`config.mk`:
```
export PLATFORM = sky130hd
export DESIGN_NAME = ocb_output_bank
export DESIGN_NICKNAME = d
export VERILOG_FILES = /design/src/ocb_pkg.sv /design/src/ocb_output_bank.sv /design/src/ocb_scaler.sv
export VERILOG_INCLUDE_DIRS = /design/src
export SDC_FILE = /design/constraint.sdc
export NUM_CORES = 2
export LEC_CHECK = 0
export ABC_AREA = 0
export BUFFER_PORTS_ARGS = -buffer_cell sky130_fd_sc_hd__buf_2
export CAP_MARGIN = 20
export CORE_MARGIN = 10
export CORE_UTILIZATION = 45
export CTS_BUF_LIST = sky130_fd_sc_hd__clkbuf_8
export CTS_CLUSTER_SIZE = 16
export DETAILED_ROUTE_END_ITERATION = 16
export PLACE_DENSITY_LB_ADDON = 0.05
export SYNTH_ARGS = -nofsm -noshare
export SYNTH_HDL_FRONTEND = slang
export SYNTH_SLANG_ARGS = --single-unit
```
`constraint.sdc`:
```
create_clock -name clk_i -period 20.6 [get_ports clk_i]
set_input_delay 3.09 -clock clk_i [delete_from_list [all_inputs] [get_ports clk_i]]
set_output_delay 3.09 -clock clk_i [all_outputs]
set_load 0.02 [all_outputs]
```
`src/ocb_defines.svh`:
```
// offsets, field values, reset values and limits of the output configuration object bank
`ifndef OCB_DEFINES_SVH
`define OCB_DEFINES_SVH

// ****************************************************************
// object indices
// ****************************************************************
`define OCB_IDX_POLARITY 16'h6240
`define OCB_IDX_FAULT_MODE 16'h6250
`define OCB_IDX_FAULT_STATE 16'h6260
`define OCB_IDX_DIGITS 16'h6302
`define OCB_IDX_KIND 16'h6310
`define OCB_IDX_COMMAND 16'h7300
`define OCB_IDX_LOWER_POINT 16'h7320
`define OCB_IDX_LOWER_LEVEL 16'h7321
`define OCB_IDX_UPPER_POINT 16'h7322
`define OCB_IDX_UPPER_LEVEL 16'h7323
`define OCB_IDX_FIELD 16'h7330

// ****************************************************************
// entries, field values and limits
// ****************************************************************
`define OCB_MAX_SUB 8'h02
`define OCB_DIGITS_MAX 8'h04
`define OCB_FMODE_APPLY 8'h01
`define OCB_POLARITY_NORMAL 8'h00

// ****************************************************************
// reset values and divider step count
// ****************************************************************
`define OCB_RST_POLARITY 8'h00
`define OCB_RST_FAULT_MODE 8'h01
`define OCB_RST_FAULT_STATE 1'h1
`define OCB_RST_DIGITS 8'h03
`define OCB_RST_KIND 16'h0014
`define OCB_RST_COMMAND 16'h0000
`define OCB_RST_LOWER_POINT_1 16'h0A5A
`define OCB_RST_LOWER_POINT_2 16'h01F4
`define OCB_RST_UPPER_POINT_1 16'h1194
`define OCB_RST_UPPER_POINT_2 16'h092E
`define OCB_RST_LOWER_LEVEL_1 16'h012C
`define OCB_RST_LOWER_LEVEL_2 16'h05DC
`define OCB_RST_UPPER_LEVEL_1 16'h05DC
`define OCB_RST_UPPER_LEVEL_2 16'h012C
`define OCB_DIV_STEPS 6'h22

`endif

```
`src/ocb_pkg.sv`:
```
// types of the output configuration object bank
package ocb_pkg;

  // ****************************************************************
  // object access carriers
  // ****************************************************************
  typedef struct packed {
    logic valid;
    logic write;
    logic [15:0] index;
    logic [7:0] sub;
    logic [15:0] wdata;
  } ocb_obj_req_t;

  typedef struct packed {
    logic ack;
    logic abort;
    logic [15:0] rdata;
  } ocb_obj_rsp_t;

  // ****************************************************************
  // bank state
  // ****************************************************************
  typedef struct packed {
    logic [1:0][7:0] polarity;
    logic [1:0][7:0] fmode;
    logic [1:0] fstate;
    logic [1:0][15:0] command;
    logic [1:0][7:0] digits;
    logic [1:0][15:0] kind;
    logic [1:0][15:0] lo_pt;
    logic [1:0][15:0] hi_pt;
    logic [1:0][15:0] lo_lvl;
    logic [1:0][15:0] hi_lvl;
    logic [1:0][15:0] field;
    logic [1:0] drive;
    logic ack;
    logic abort;
    logic [15:0] rdata;
    logic ch;
    logic busy;
  } ocb_bank_t;

  // ****************************************************************
  // scaler state
  // ****************************************************************
  typedef enum logic [1:0] {
    OCB_DIV_IDLE = 2'b00,
    OCB_DIV_RUN = 2'b01,
    OCB_DIV_DONE = 2'b10
  } ocb_div_state_t;

  typedef struct packed {
    ocb_div_state_t state;
    logic [5:0] cnt;
    logic [33:0] quo;
    logic [17:0] rem;
    logic [16:0] den;
    logic neg;
    logic [15:0] base;
    logic [15:0] result;
    logic done;
  } ocb_div_t;

endpackage : ocb_pkg

```
`src/ocb_output_bank.sv`:
```
// output configuration object bank with switched output logic and analog scaling
`timescale 1ns/1ns
`include "ocb_defines.svh"
module ocb_output_bank (
  input wire logic clk_i,
  input wire logic reset_i,
  input wire ocb_pkg::ocb_obj_req_t obj_req_i,
  output ocb_pkg::ocb_obj_rsp_t obj_rsp_o,
  input wire logic fault_i,
  input wire logic [1:0] sw_net_sel_i,
  input wire logic [1:0] sw_write_state_i,
  input wire logic [1:0] sw_local_state_i,
  output logic [1:0] sw_drive_o,
  input wire logic [1:0] ao_net_sel_i,
  input wire logic [1:0][15:0] ao_local_value_i,
  output logic [1:0][15:0] ao_field_o,
  output logic [1:0][15:0] ao_kind_o,
  output logic [1:0][7:0] ao_digits_o
);

  ocb_pkg::ocb_bank_t b_r;
  ocb_pkg::ocb_bank_t b_nxt;
  logic scale_start;
  logic scale_done;
  logic [15:0] scale_result;
  logic [15:0] scale_x;
  logic i;
  logic sub_ok;
  logic [1:0] logic_state;

  // 8-bit objects refuse anything in the upper byte
  function automatic logic fits8(input logic [15:0] v);
    fits8 = (v[15:8] == 8'h00);
  endfunction : fits8

  // ****************************************************************
  // analog scheduling
  // ****************************************************************
  // both channels share one divider; an interpolated refresh takes about 37 cycles, a clamped one 2
  assign scale_start = !b_r.busy;
  // source value, points and levels all share the digits of the channel,
  // so the ratio needs no rescaling
  assign scale_x = ao_net_sel_i[b_r.ch] ? b_r.command[b_r.ch]
    : ao_local_value_i[b_r.ch];

  ocb_scaler u_scaler (
    .clk_i(clk_i),
    .reset_i(reset_i),
    .start_i(scale_start),
    .x_i(scale_x),
    .lo_pt_i(b_r.lo_pt[b_r.ch]),
    .hi_pt_i(b_r.hi_pt[b_r.ch]),
    .lo_lvl_i(b_r.lo_lvl[b_r.ch]),
    .hi_lvl_i(b_r.hi_lvl[b_r.ch]),
    .done_o(scale_done),
    .result_o(scale_result)
  );

  // ****************************************************************
  // next state
  // ****************************************************************
  always_comb begin
    b_nxt = b_r;
    b_nxt.ack = 1'b0;
    b_nxt.abort = 1'b0;
    i = obj_req_i.sub[1];
    sub_ok = (obj_req_i.sub == 8'h01) || (obj_req_i.sub == 8'h02);
    if (scale_start) begin
      b_nxt.busy = 1'b1;
    end
    if (scale_done) begin
      b_nxt.field[b_r.ch] = scale_result;
      b_nxt.ch = !b_r.ch;
      b_nxt.busy = 1'b0;
    end
    for (int k = 0; k < 2; k++) begin
      logic_state[k] = sw_net_sel_i[k] ? sw_write_state_i[k] : sw_local_state_i[k];
      if (fault_i && (b_r.fmode[k] == `OCB_FMODE_APPLY)) begin
        logic_state[k] = b_r.fstate[k];
      end
      // any polarity other than normal inverts the drive
      b_nxt.drive[k] = logic_state[k] ^ (b_r.polarity[k] != `OCB_POLARITY_NORMAL);
    end
    if (obj_req_i.valid) begin
      b_nxt.ack = 1'b1;
      b_nxt.rdata = 16'h0000;
      if (obj_req_i.sub == 8'h00) begin
        b_nxt.abort = obj_req_i.write;
        b_nxt.rdata = obj_req_i.write ? 16'h0000 : {8'h00, `OCB_MAX_SUB};
        unique case (obj_req_i.index)
          `OCB_IDX_POLARITY, `OCB_IDX_FAULT_MODE, `OCB_IDX_FAULT_STATE,
          `OCB_IDX_DIGITS, `OCB_IDX_KIND, `OCB_IDX_COMMAND, `OCB_IDX_LOWER_POINT,
          `OCB_IDX_LOWER_LEVEL, `OCB_IDX_UPPER_POINT, `OCB_IDX_UPPER_LEVEL,
          `OCB_IDX_FIELD: begin
          end
          default: begin
            b_nxt.abort = 1'b1;
            b_nxt.rdata = 16'h0000;
          end
        endcase
      end else if (!sub_ok) begin
        b_nxt.abort = 1'b1;
      end else begin
        unique case (obj_req_i.index)
          `OCB_IDX_POLARITY: begin
            b_nxt.rdata = {8'h00, b_r.polarity[i]};
            if (obj_req_i.write) begin
              if (fits8(obj_req_i.wdata)) begin
                b_nxt.polarity[i] = obj_req_i.wdata[7:0];
              end else begin
                b_nxt.abort = 1'b1;
              end
            end
          end
          `OCB_IDX_FAULT_MODE: begin
            b_nxt.rdata = {8'h00, b_r.fmode[i]};
            if (obj_req_i.write) begin
              if (fits8(obj_req_i.wdata)) begin
                b_nxt.fmode[i] = obj_req_i.wdata[7:0];
              end else begin
                b_nxt.abort = 1'b1;
              end
            end
          end
          `OCB_IDX_FAULT_STATE: begin
            b_nxt.rdata = {15'h0000, b_r.fstate[i]};
            if (obj_req_i.write) begin
              if (obj_req_i.wdata[15:1] == 15'h0000) begin
                b_nxt.fstate[i] = obj_req_i.wdata[0];
              end else begin
                b_nxt.abort = 1'b1;
              end
            end
          end
          `OCB_IDX_DIGITS: begin
            b_nxt.rdata = {8'h00, b_r.digits[i]};
            if (obj_req_i.write) begin
              if (obj_req_i.wdata <= {8'h00, `OCB_DIGITS_MAX}) begin
                b_nxt.digits[i] = obj_req_i.wdata[7:0];
              end else begin
                b_nxt.abort = 1'b1;
              end
            end
          end
          `OCB_IDX_KIND: begin
            b_nxt.rdata = b_r.kind[i];
            if (obj_req_i.write) begin
              b_nxt.kind[i] = obj_req_i.wdata;
            end
          end
          `OCB_IDX_COMMAND: begin
            b_nxt.rdata = b_r.command[i];
            if (obj_req_i.write) begin
              b_nxt.command[i] = obj_req_i.wdata;
            end
          end
          `OCB_IDX_LOWER_POINT: begin
            b_nxt.rdata = b_r.lo_pt[i];
            if (obj_req_i.write) begin
              b_nxt.lo_pt[i] = obj_req_i.wdata;
            end
          end
          `OCB_IDX_LOWER_LEVEL: begin
            b_nxt.rdata = b_r.lo_lvl[i];
            if (obj_req_i.write) begin
              b_nxt.lo_lvl[i] = obj_req_i.wdata;
            end
          end
          `OCB_IDX_UPPER_POINT: begin
            b_nxt.rdata = b_r.hi_pt[i];
            if (obj_req_i.write) begin
              b_nxt.hi_pt[i] = obj_req_i.wdata;
            end
          end
          `OCB_IDX_UPPER_LEVEL: begin
            b_nxt.rdata = b_r.hi_lvl[i];
            if (obj_req_i.write) begin
              b_nxt.hi_lvl[i] = obj_req_i.wdata;
            end
          end
          `OCB_IDX_FIELD: begin
            b_nxt.rdata = b_r.field[i];
            b_nxt.abort = obj_req_i.write;
          end
          default: begin
            b_nxt.abort = 1'b1;
          end
        endcase
        if (b_nxt.abort) begin
          b_nxt.rdata = 16'h0000;
        end
      end
    end
  end

  // ****************************************************************
  // registers
  // ****************************************************************
  always_ff @(posedge clk_i) begin
    if (reset_i) begin
      b_r <= '0;
      b_r.polarity <= {`OCB_RST_POLARITY, `OCB_RST_POLARITY};
      b_r.fmode <= {`OCB_RST_FAULT_MODE, `OCB_RST_FAULT_MODE};
      b_r.fstate <= {`OCB_RST_FAULT_STATE, `OCB_RST_FAULT_STATE};
      b_r.command <= {`OCB_RST_COMMAND, `OCB_RST_COMMAND};
      b_r.digits <= {`OCB_RST_DIGITS, `OCB_RST_DIGITS};
      b_r.kind <= {`OCB_RST_KIND, `OCB_RST_KIND};
      b_r.lo_pt <= {`OCB_RST_LOWER_POINT_2, `OCB_RST_LOWER_POINT_1};
      b_r.hi_pt <= {`OCB_RST_UPPER_POINT_2, `OCB_RST_UPPER_POINT_1};
      b_r.lo_lvl <= {`OCB_RST_LOWER_LEVEL_2, `OCB_RST_LOWER_LEVEL_1};
      b_r.hi_lvl <= {`OCB_RST_UPPER_LEVEL_2, `OCB_RST_UPPER_LEVEL_1};
      b_r.drive <= 2'h0;
    end else begin
      b_r <= b_nxt;
    end
  end

  assign obj_rsp_o.ack = b_r.ack;
  assign obj_rsp_o.abort = b_r.abort;
  assign obj_rsp_o.rdata = b_r.rdata;
  assign sw_drive_o = b_r.drive;
  assign ao_field_o = b_r.field;
  assign ao_kind_o = b_r.kind;
  assign ao_digits_o = b_r.digits;

endmodule : ocb_output_bank

```
`src/ocb_scaler.sv`:
```
// field level scaler: clamps at the points and interpolates between them
`timescale 1ns/1ns
`include "ocb_defines.svh"
module ocb_scaler (
  input wire logic clk_i,
  input wire logic reset_i,
  input wire logic start_i,
  input wire logic [15:0] x_i,
  input wire logic [15:0] lo_pt_i,
  input wire logic [15:0] hi_pt_i,
  input wire logic [15:0] lo_lvl_i,
  input wire logic [15:0] hi_lvl_i,
  output logic done_o,
  output logic [15:0] result_o
);

  ocb_pkg::ocb_div_t s_r;
  ocb_pkg::ocb_div_t s_nxt;
  logic [16:0] dx;
  logic [16:0] dy;
  logic [16:0] dy_mag;
  logic [17:0] rem_sh;
  logic [17:0] sum;

  // ****************************************************************
  // next state
  // ****************************************************************
  always_comb begin
    dx = 17'({x_i[15], x_i} - {lo_pt_i[15], lo_pt_i});
    dy = 17'({hi_lvl_i[15], hi_lvl_i} - {lo_lvl_i[15], lo_lvl_i});
    dy_mag = dy[16] ? 17'(-dy) : dy;
    rem_sh = {s_r.rem[16:0], s_r.quo[33]};
    sum = {s_r.base[15], s_r.base[15], s_r.base} + (s_r.neg ? -{1'b0, s_r.quo[16:0]}
      : {1'b0, s_r.quo[16:0]});
    s_nxt = s_r;
    s_nxt.done = 1'b0;
    unique case (s_r.state)
      ocb_pkg::OCB_DIV_IDLE: begin
        if (start_i) begin
          if ($signed(x_i) <= $signed(lo_pt_i)) begin
            s_nxt.result = lo_lvl_i;
            s_nxt.done = 1'b1;
          end else if ($signed(x_i) >= $signed(hi_pt_i)) begin
            s_nxt.result = hi_lvl_i;
            s_nxt.done = 1'b1;
          end else begin
            // strictly inside, so den is positive and dx below den
            // both factors widened first so the full 34-bit product survives
            s_nxt.quo = {17'h00000, dx} * {17'h00000, dy_mag};
            s_nxt.den = 17'({hi_pt_i[15], hi_pt_i} - {lo_pt_i[15], lo_pt_i});
            s_nxt.neg = dy[16];
            s_nxt.base = lo_lvl_i;
            s_nxt.rem = 18'h00000;
            s_nxt.cnt = `OCB_DIV_STEPS;
            s_nxt.state = ocb_pkg::OCB_DIV_RUN;
          end
        end
      end
      ocb_pkg::OCB_DIV_RUN: begin
        // one quotient bit a cycle keeps the divider small
        s_nxt.quo = {s_r.quo[32:0], 1'b0};
        s_nxt.rem = rem_sh;
        if (rem_sh >= {1'b0, s_r.den}) begin
          s_nxt.rem = rem_sh - {1'b0, s_r.den};
          s_nxt.quo[0] = 1'b1;
        end
        s_nxt.cnt = s_r.cnt - 6'h01;
        if (s_r.cnt == 6'h01) begin
          s_nxt.state = ocb_pkg::OCB_DIV_DONE;
        end
      end
      ocb_pkg::OCB_DIV_DONE: begin
        s_nxt.result = sum[15:0];
        s_nxt.done = 1'b1;
        s_nxt.state = ocb_pkg::OCB_DIV_IDLE;
      end
      default: begin
        s_nxt.state = ocb_pkg::OCB_DIV_IDLE;
      end
    endcase
  end

  // ****************************************************************
  // registers
  // ****************************************************************
  always_ff @(posedge clk_i) begin
    if (reset_i) begin
      s_r <= '0;
    end else begin
      s_r <= s_nxt;
    end
  end

  assign done_o = s_r.done;
  assign result_o = s_r.result;

endmodule : ocb_scaler

```
Word level (Yosys, flattened, before mapping)

Cells that the tools add are included.

Flip-flop bits (word level): 406
Input bits: 85
Word-level logic and storage cells: 206
Output and inout bits: 100

Multiply operators: 1
Add/sub/neg operators: 8
Equal/unequal tests: 23
Multiplexer cells: 91
Reduce and logical (&&, ||, !) cells: 32
$lt $le $gt $ge: 8
Bitwise gates (word level): 7

Operator list:

| cell                                             | number |
|---|---|
| 2-to-1 mux 16 bit                                | 32 |
| bitwise mux 32 bit                               | 7 |
| 2-to-1 mux 94 bit                                | 2 |
| == test 16 x 15 -> 1 bit (second input constant) | 11 |
| one-hot mux 16 bit (11 select lines)             | 1 |
| one-hot mux 58 bit (2 select lines)              | 1 |
| 2-to-1 mux 111 bit                               | 1 |
| 2-to-1 mux 17 bit                                | 5 |
| 2-to-1 mux 8 bit                                 | 7 |
| subtractor 16 x 16 -> 17 bit                     | 3 |
| bitwise mux 16 bit                               | 3 |
| multiplier 17 x 17 -> 34 bit                     | 1 |
| one-hot mux 17 bit (2 select lines)              | 1 |
| demux 16 bit (select 1 bit)                      | 2 |
| AND reduction 5 bit                              | 6 |
| == test 8 x 1 -> 1 bit (second input constant)   | 3 |
| AND reduction 6 bit                              | 4 |
| 2-to-1 mux 1 bit                                 | 20 |
| 2-to-1 mux 19 bit                                | 1 |
| greater-or-equal comparator 18 x 17 -> 1 bit     | 1 |
| 2-to-1 mux 18 bit                                | 1 |
| subtractor 18 x 17 -> 18 bit                     | 1 |
| negation 17 bit                                  | 1 |
| adder 16 bit                                     | 1 |
| other kinds (35)                                 | 54 |

Logic depth before layout (Yosys ltp)

Depth in word-level cells: 11
Depth in mapped cells: 39
Gate-level depth less buffers: 35

Cells and area by module

A second synthesis with hierarchy kept.

Cells, all modules: 4184
Area total of the unflattened synthesis: 34151.5 um2

By module, submodules not included:

| module          | cells each | times used | seq. area each (um2) | area each (um2) |
|---|---|---|---|---|
| ocb_scaler      | 2353       | 1          | 2202.1               | 18858.1 |
| ocb_output_bank | 1831       | 1          | 5925.7               | 15293.4 |

Worst setup path before layout

OpenSTA, ideal clock, no wires.

Kind: input-to-reg
Start point: in ao_net_sel_i[0]
End point: reg u_scaler.s_r[98] (netlist bit)
Library setup time: 137 ps
Cell stages on the path: 35
Data arrival time: 11660 ps
Setup slack: 8803 ps
Required time: 20463 ps
Buffers on the path: 2
Cells stage by stage: clkbuf_1 -> mux2_2 -> o21ai_0 -> ha_1 -> inv_1 -> fa_1 -> a21o_1 -> a221o_1 -> nand2_1 -> o21ai_1 -> o41ai_1 -> o21ai_0 -> xor2_1 -> clkbuf_1 -> nand2_1 -> fa_1 -> inv_1 -> fa_1 -> inv_1 -> fa_1 -> inv_1 -> fa_1 -> fa_1 -> inv_1 -> fa_1 -> inv_1 -> ha_1 -> a21o_1 -> a21o_1 -> a211o_1 -> a211oi_1 -> nor2_1 -> and4_1 -> o311ai_0 -> o32ai_1

Cells in the longest elaborated chain, start to end: 9
Elaborated cells on any way between the ends: 14
Those cells by class: add/sub (1); mul (1); order compare (2); eq/ne (2); mux (7); reduce/logical (1)

RTL lines:

| element                                                 | line                  | text |
|---|---|---|
| start, declared                                         | ocb_output_bank.sv:14 | `input wire logic [1:0] ao_net_sel_i,` |
| 2-to-1 mux 1 bit (implied by the code) (*) (2 in a row) | ocb_output_bank.sv:43 | `assign scale_x = ao_net_sel_i[b_r.ch] ? b_r.command[b_r.ch]` |
| 2-to-1 mux 16 bit (*)                                   | ocb_output_bank.sv:43 |  |
| subtractor 16 x 16 -> 17 bit                            | ocb_scaler.sv:29      | `dx = 17'({x_i[15], x_i} - {lo_pt_i[15], lo_pt_i});` |
| multiplier 17 x 17 -> 34 bit                            | ocb_scaler.sv:49      | `s_nxt.quo = {17'h00000, dx} * {17'h00000, dy_mag};` |
| 2-to-1 mux 94 bit                                       | ocb_scaler.sv:43      | `end else if ($signed(x_i) >= $signed(hi_pt_i)) begin` |
| 2-to-1 mux 94 bit                                       | ocb_scaler.sv:40      | `if ($signed(x_i) <= $signed(lo_pt_i)) begin` |
| 2-to-1 mux 111 bit                                      | ocb_scaler.sv:39      | `if (start_i) begin` |
| one-hot mux 58 bit (2 select lines)                     | ocb_scaler.sv:37      | `unique case (s_r.state)` |
| end signal, assigned                                    | ocb_scaler.sv:90      | `s_r <= s_nxt;` |
| end, declared                                           | ocb_scaler.sv:17      | `ocb_pkg::ocb_div_t s_r;` |

Mark *: on every way between the ends. The rest lies on a longest branch, timed or not. The select of a mux whose other input is x is not followed.
A chain may end at the register's enable or synchronous reset.

Worst setup path after layout

Ends and elaborated chain as after synthesis.

==> flow_metrics.py <==
metrics = {
    "logic_synthesis": {
        "synthSimpleGateAreaFrac": 0.2077,
        "synthXorXnorAreaFrac": 0.03257,
        "ys.flop_type": "dfxtp_1",
        "yosys_warnings": 0,
        "synth_top_family_by_area": "adder cells",
        "yosysUniqueCellTypes": 96,
        "postSynthAreaPerCell_um2": 8.047,
        "synth_fp_nets": 4690,
        "synthArstFlopShare": 0,
        "synthAdderAreaFrac": 0.2143,
        "syn_inst": 4168,
        "syn-cell-area_mm2": 0.03354,
        "ys_seq_area_frac": 0.2423,
        "synth-compound-area-share": 0.1463,
        "muxShareOfSynthArea": 0.06513,
        "ys_ff_latch": 406,
        "synth-edff-count": 0,
    },
    "clock_network": {
        "cts_resized": 0,
        "cts_tree": "built",
        "cts-root-buf": "clkbuf_8",
        "htree_levels": 3,
        "clock_latency_ps": 710,
        "numCtsBuffers": 79,
        "clkSlewWorstSetupHoldPaths_ps": 60,
        "cts_sinks": 406,
        "clock_path_buffers": 3,
        "post_cts_buffers": 0,
        "hold_buffers": 0,
    },
    "worst_setup_path": {
        "critical_path_required_ps": 21170,
        "reg2reg_from": "b_r[1]",
        "crit_fanout": 31,
        "start_kind": "input pin",
        "crit_path_max_incr_delay_ps": 550,
        "crit_start": "ao_net_sel_i[0]",
        "slowest_stage": "a211oi_1",
        "crit_type": "input pin to register",
        "arrival_ps": 12600,
        "crit_top_cell": "fa_1",
        "end_kind": "register",
    },
    "placed_design": {
        "gp_congestion": 0.9225,
        "dpl.hpwl_um": 89280,
        "place.port_buffers": 184,
        "placed_cell_area_mm2": 0.03453,
    },
    "final_layout": {
        "layout_commonest_cell": "nand2_1",
        "regArea_mm2": 0.008132,
        "syn_to_final_growth_pct": 7.778,
        "mostFrequentLayoutCells": "nand2_1 (906), dfxtp_1 (405), inv_1 (391), a21oi_1 (326), fa_1 (229)",
        "drive_gt1_frac": 0.1131,
        "multiInputGateArea_mm2": 0.02241,
        "fin_area_mm2": 0.03615,
        "fin_util": 0.4872,
        "fin_nets": 4693,
        "fillers": 7348,
    },
    "hold_path": {
        "worstHoldStart": "u_scaler.s_r[39]",
        "hold_path.class": "register to register",
    },
    "timing": {
        "tightestPinTransition_ps": 1182,
        "fin_tns_setup_ps": 0,
        "rsz0062_at_grt": "false",
        "slew-limit-headroom": 0.2110,
        "hold_viol": 0,
        "clock_skew_ps": 40.71,
        "slew_violations": 0,
        "min_period_over_period": 0.5844,
        "setup_violations": 0,
        "fmax_ghz": 0.08306,
        "fin_crit_ps": 12040,
    },
    "drt": {
        "dr.first_iter.drc_count": 2410,
        "viasPerCell": 5.683,
        "totalWireLength_um": 119900,
        "vias": 29560,
        "avgRoutedWirePerCell_um": 23.06,
        "drc": 0,
        "detail-route-antenna-nets": 0,
        "drt_pre_antenna_iters": 8,
    },
    "die": {
        "fp-row-count": 100,
        "dieArea_mm2": 0.08585,
        "die_h_um": 293.0,
        "start_util": 0.4520,
        "core-area_mm2": 0.07420,
        "ioPinCount": 185,
        "die_x_um": 293.0,
    },
    "global_routing": {
        "groute.usage.overall": 0.2749,
        "grt-ovfl-total": 0,
        "antenna_found_initial": 8,
        "grt_max_degree": 87,
        "grt_pass1_vias": 28900,
        "grt_pass1_wl_um": 183000,
    },
    "job": {
        "maxCapViolations": 0,
    },
    "run_status": {
        "status": "finished clean",
    },
}
==> flip-flops by register name (all words and copies together), names as in the netlist, 2 cells and up <==
name and cells:
b_r 196, u_scaler.s_r 75, ao_field_o 32, ao_kind_o 32
obj_rsp_o 18, u_scaler.rem_sh 18, ao_digits_o 16, u_scaler.result_o 16
sw_drive_o 2
==> critical path: cells and delay by family <==
kind            cells  cell delay [ps]
buf+inv             8             1040
compound gates     12             3260
fa+ha+maj           9             4020
xor+xnor            1              160
simple gates        4              600
mux                 1              390
==> cells by family after synthesis <==
logic type,Yosys count
xor+xnor,123
buf+inv,693
mux,191
fa+ha+maj,437
compound gates,770
flops,406
simple gates,1548
==> final timing paths <==
path	end	slack [ps]	cells after the start
hold reg to reg	u_scaler.s_r[39]	450	2
hold / removal	u_scaler.s_r[39]	450	2
setup reg to reg	u_scaler.s_r[98]	9650	30
setup / recovery	u_scaler.s_r[98]	8560	35
==> synthesized netlist by cell type (34+ instances only) <==
| cell | number | area (um2) |
|---|---|---|
| nand2_1 | 906 | 3401 |
| a21oi_1 | 327 | 1637 |
| o21ai_0 | 85 | 425.4 |
| a211oi_1 | 46 | 345.3 |
| fa_1 | 229 | 4584 |
| mux2_2 | 38 | 427.9 |
| dfxtp_1 | 406 | 8128 |
| clkbuf_1 | 163 | 611.8 |
| nand3_1 | 106 | 530.5 |
| nor2_1 | 169 | 634.4 |
| nor2b_1 | 40 | 250.2 |
| and2_1 | 88 | 550.5 |
| xnor2_1 | 78 | 683.2 |
| inv_1 | 370 | 1389 |
| ha_1 | 208 | 2603 |
| xor2_1 | 43 | 376.6 |
| mux2i_1 | 135 | 1351 |
| buf_2 | 34 | 170.2 |
| a21o_1 | 45 | 337.8 |
| nand2b_1 | 53 | 331.6 |
| buf_4 | 108 | 810.8 |
| nor3_1 | 44 | 220.2 |
==> area by class of cell <==
type	instances	area share
Antenna cell	6	0.0004154
Clock buffer	95	0.03617
Clock inverter	42	0.008065
Inverter	370	0.03842
Multi-Input combinational cell	3069	0.6198
Sequential cell	406	0.2249
Tap cell	969	0.03354
Timing Repair Buffer	245	0.03859
==> metal layers <==
layer,vias to the layer above,global-route usage,wire (um)
li1,13900,-,-
met1,14420,0.3648,52210
met2,1023,0.4481,55310
met3,219,0.04219,7964
met4,2,0.09959,4438
met5,-,0,9
==> metrics by stage <==
stage	instances	hold WS [ps]	setup slack, ps
2_1_floorplan	4168	424.0	8803
5_1_grt	5199	464.1	7937
4_1_cts	5195	454.7	8655
3_5_place_dp	5058	439.6	7932
6_report	5202	452.1	8561
3_3_place_gp	5056	432.1	8018
Power is left out: the tool's default activity adds up to more than one toggle a clock period on the data nets, which glitch-free logic cannot reach.
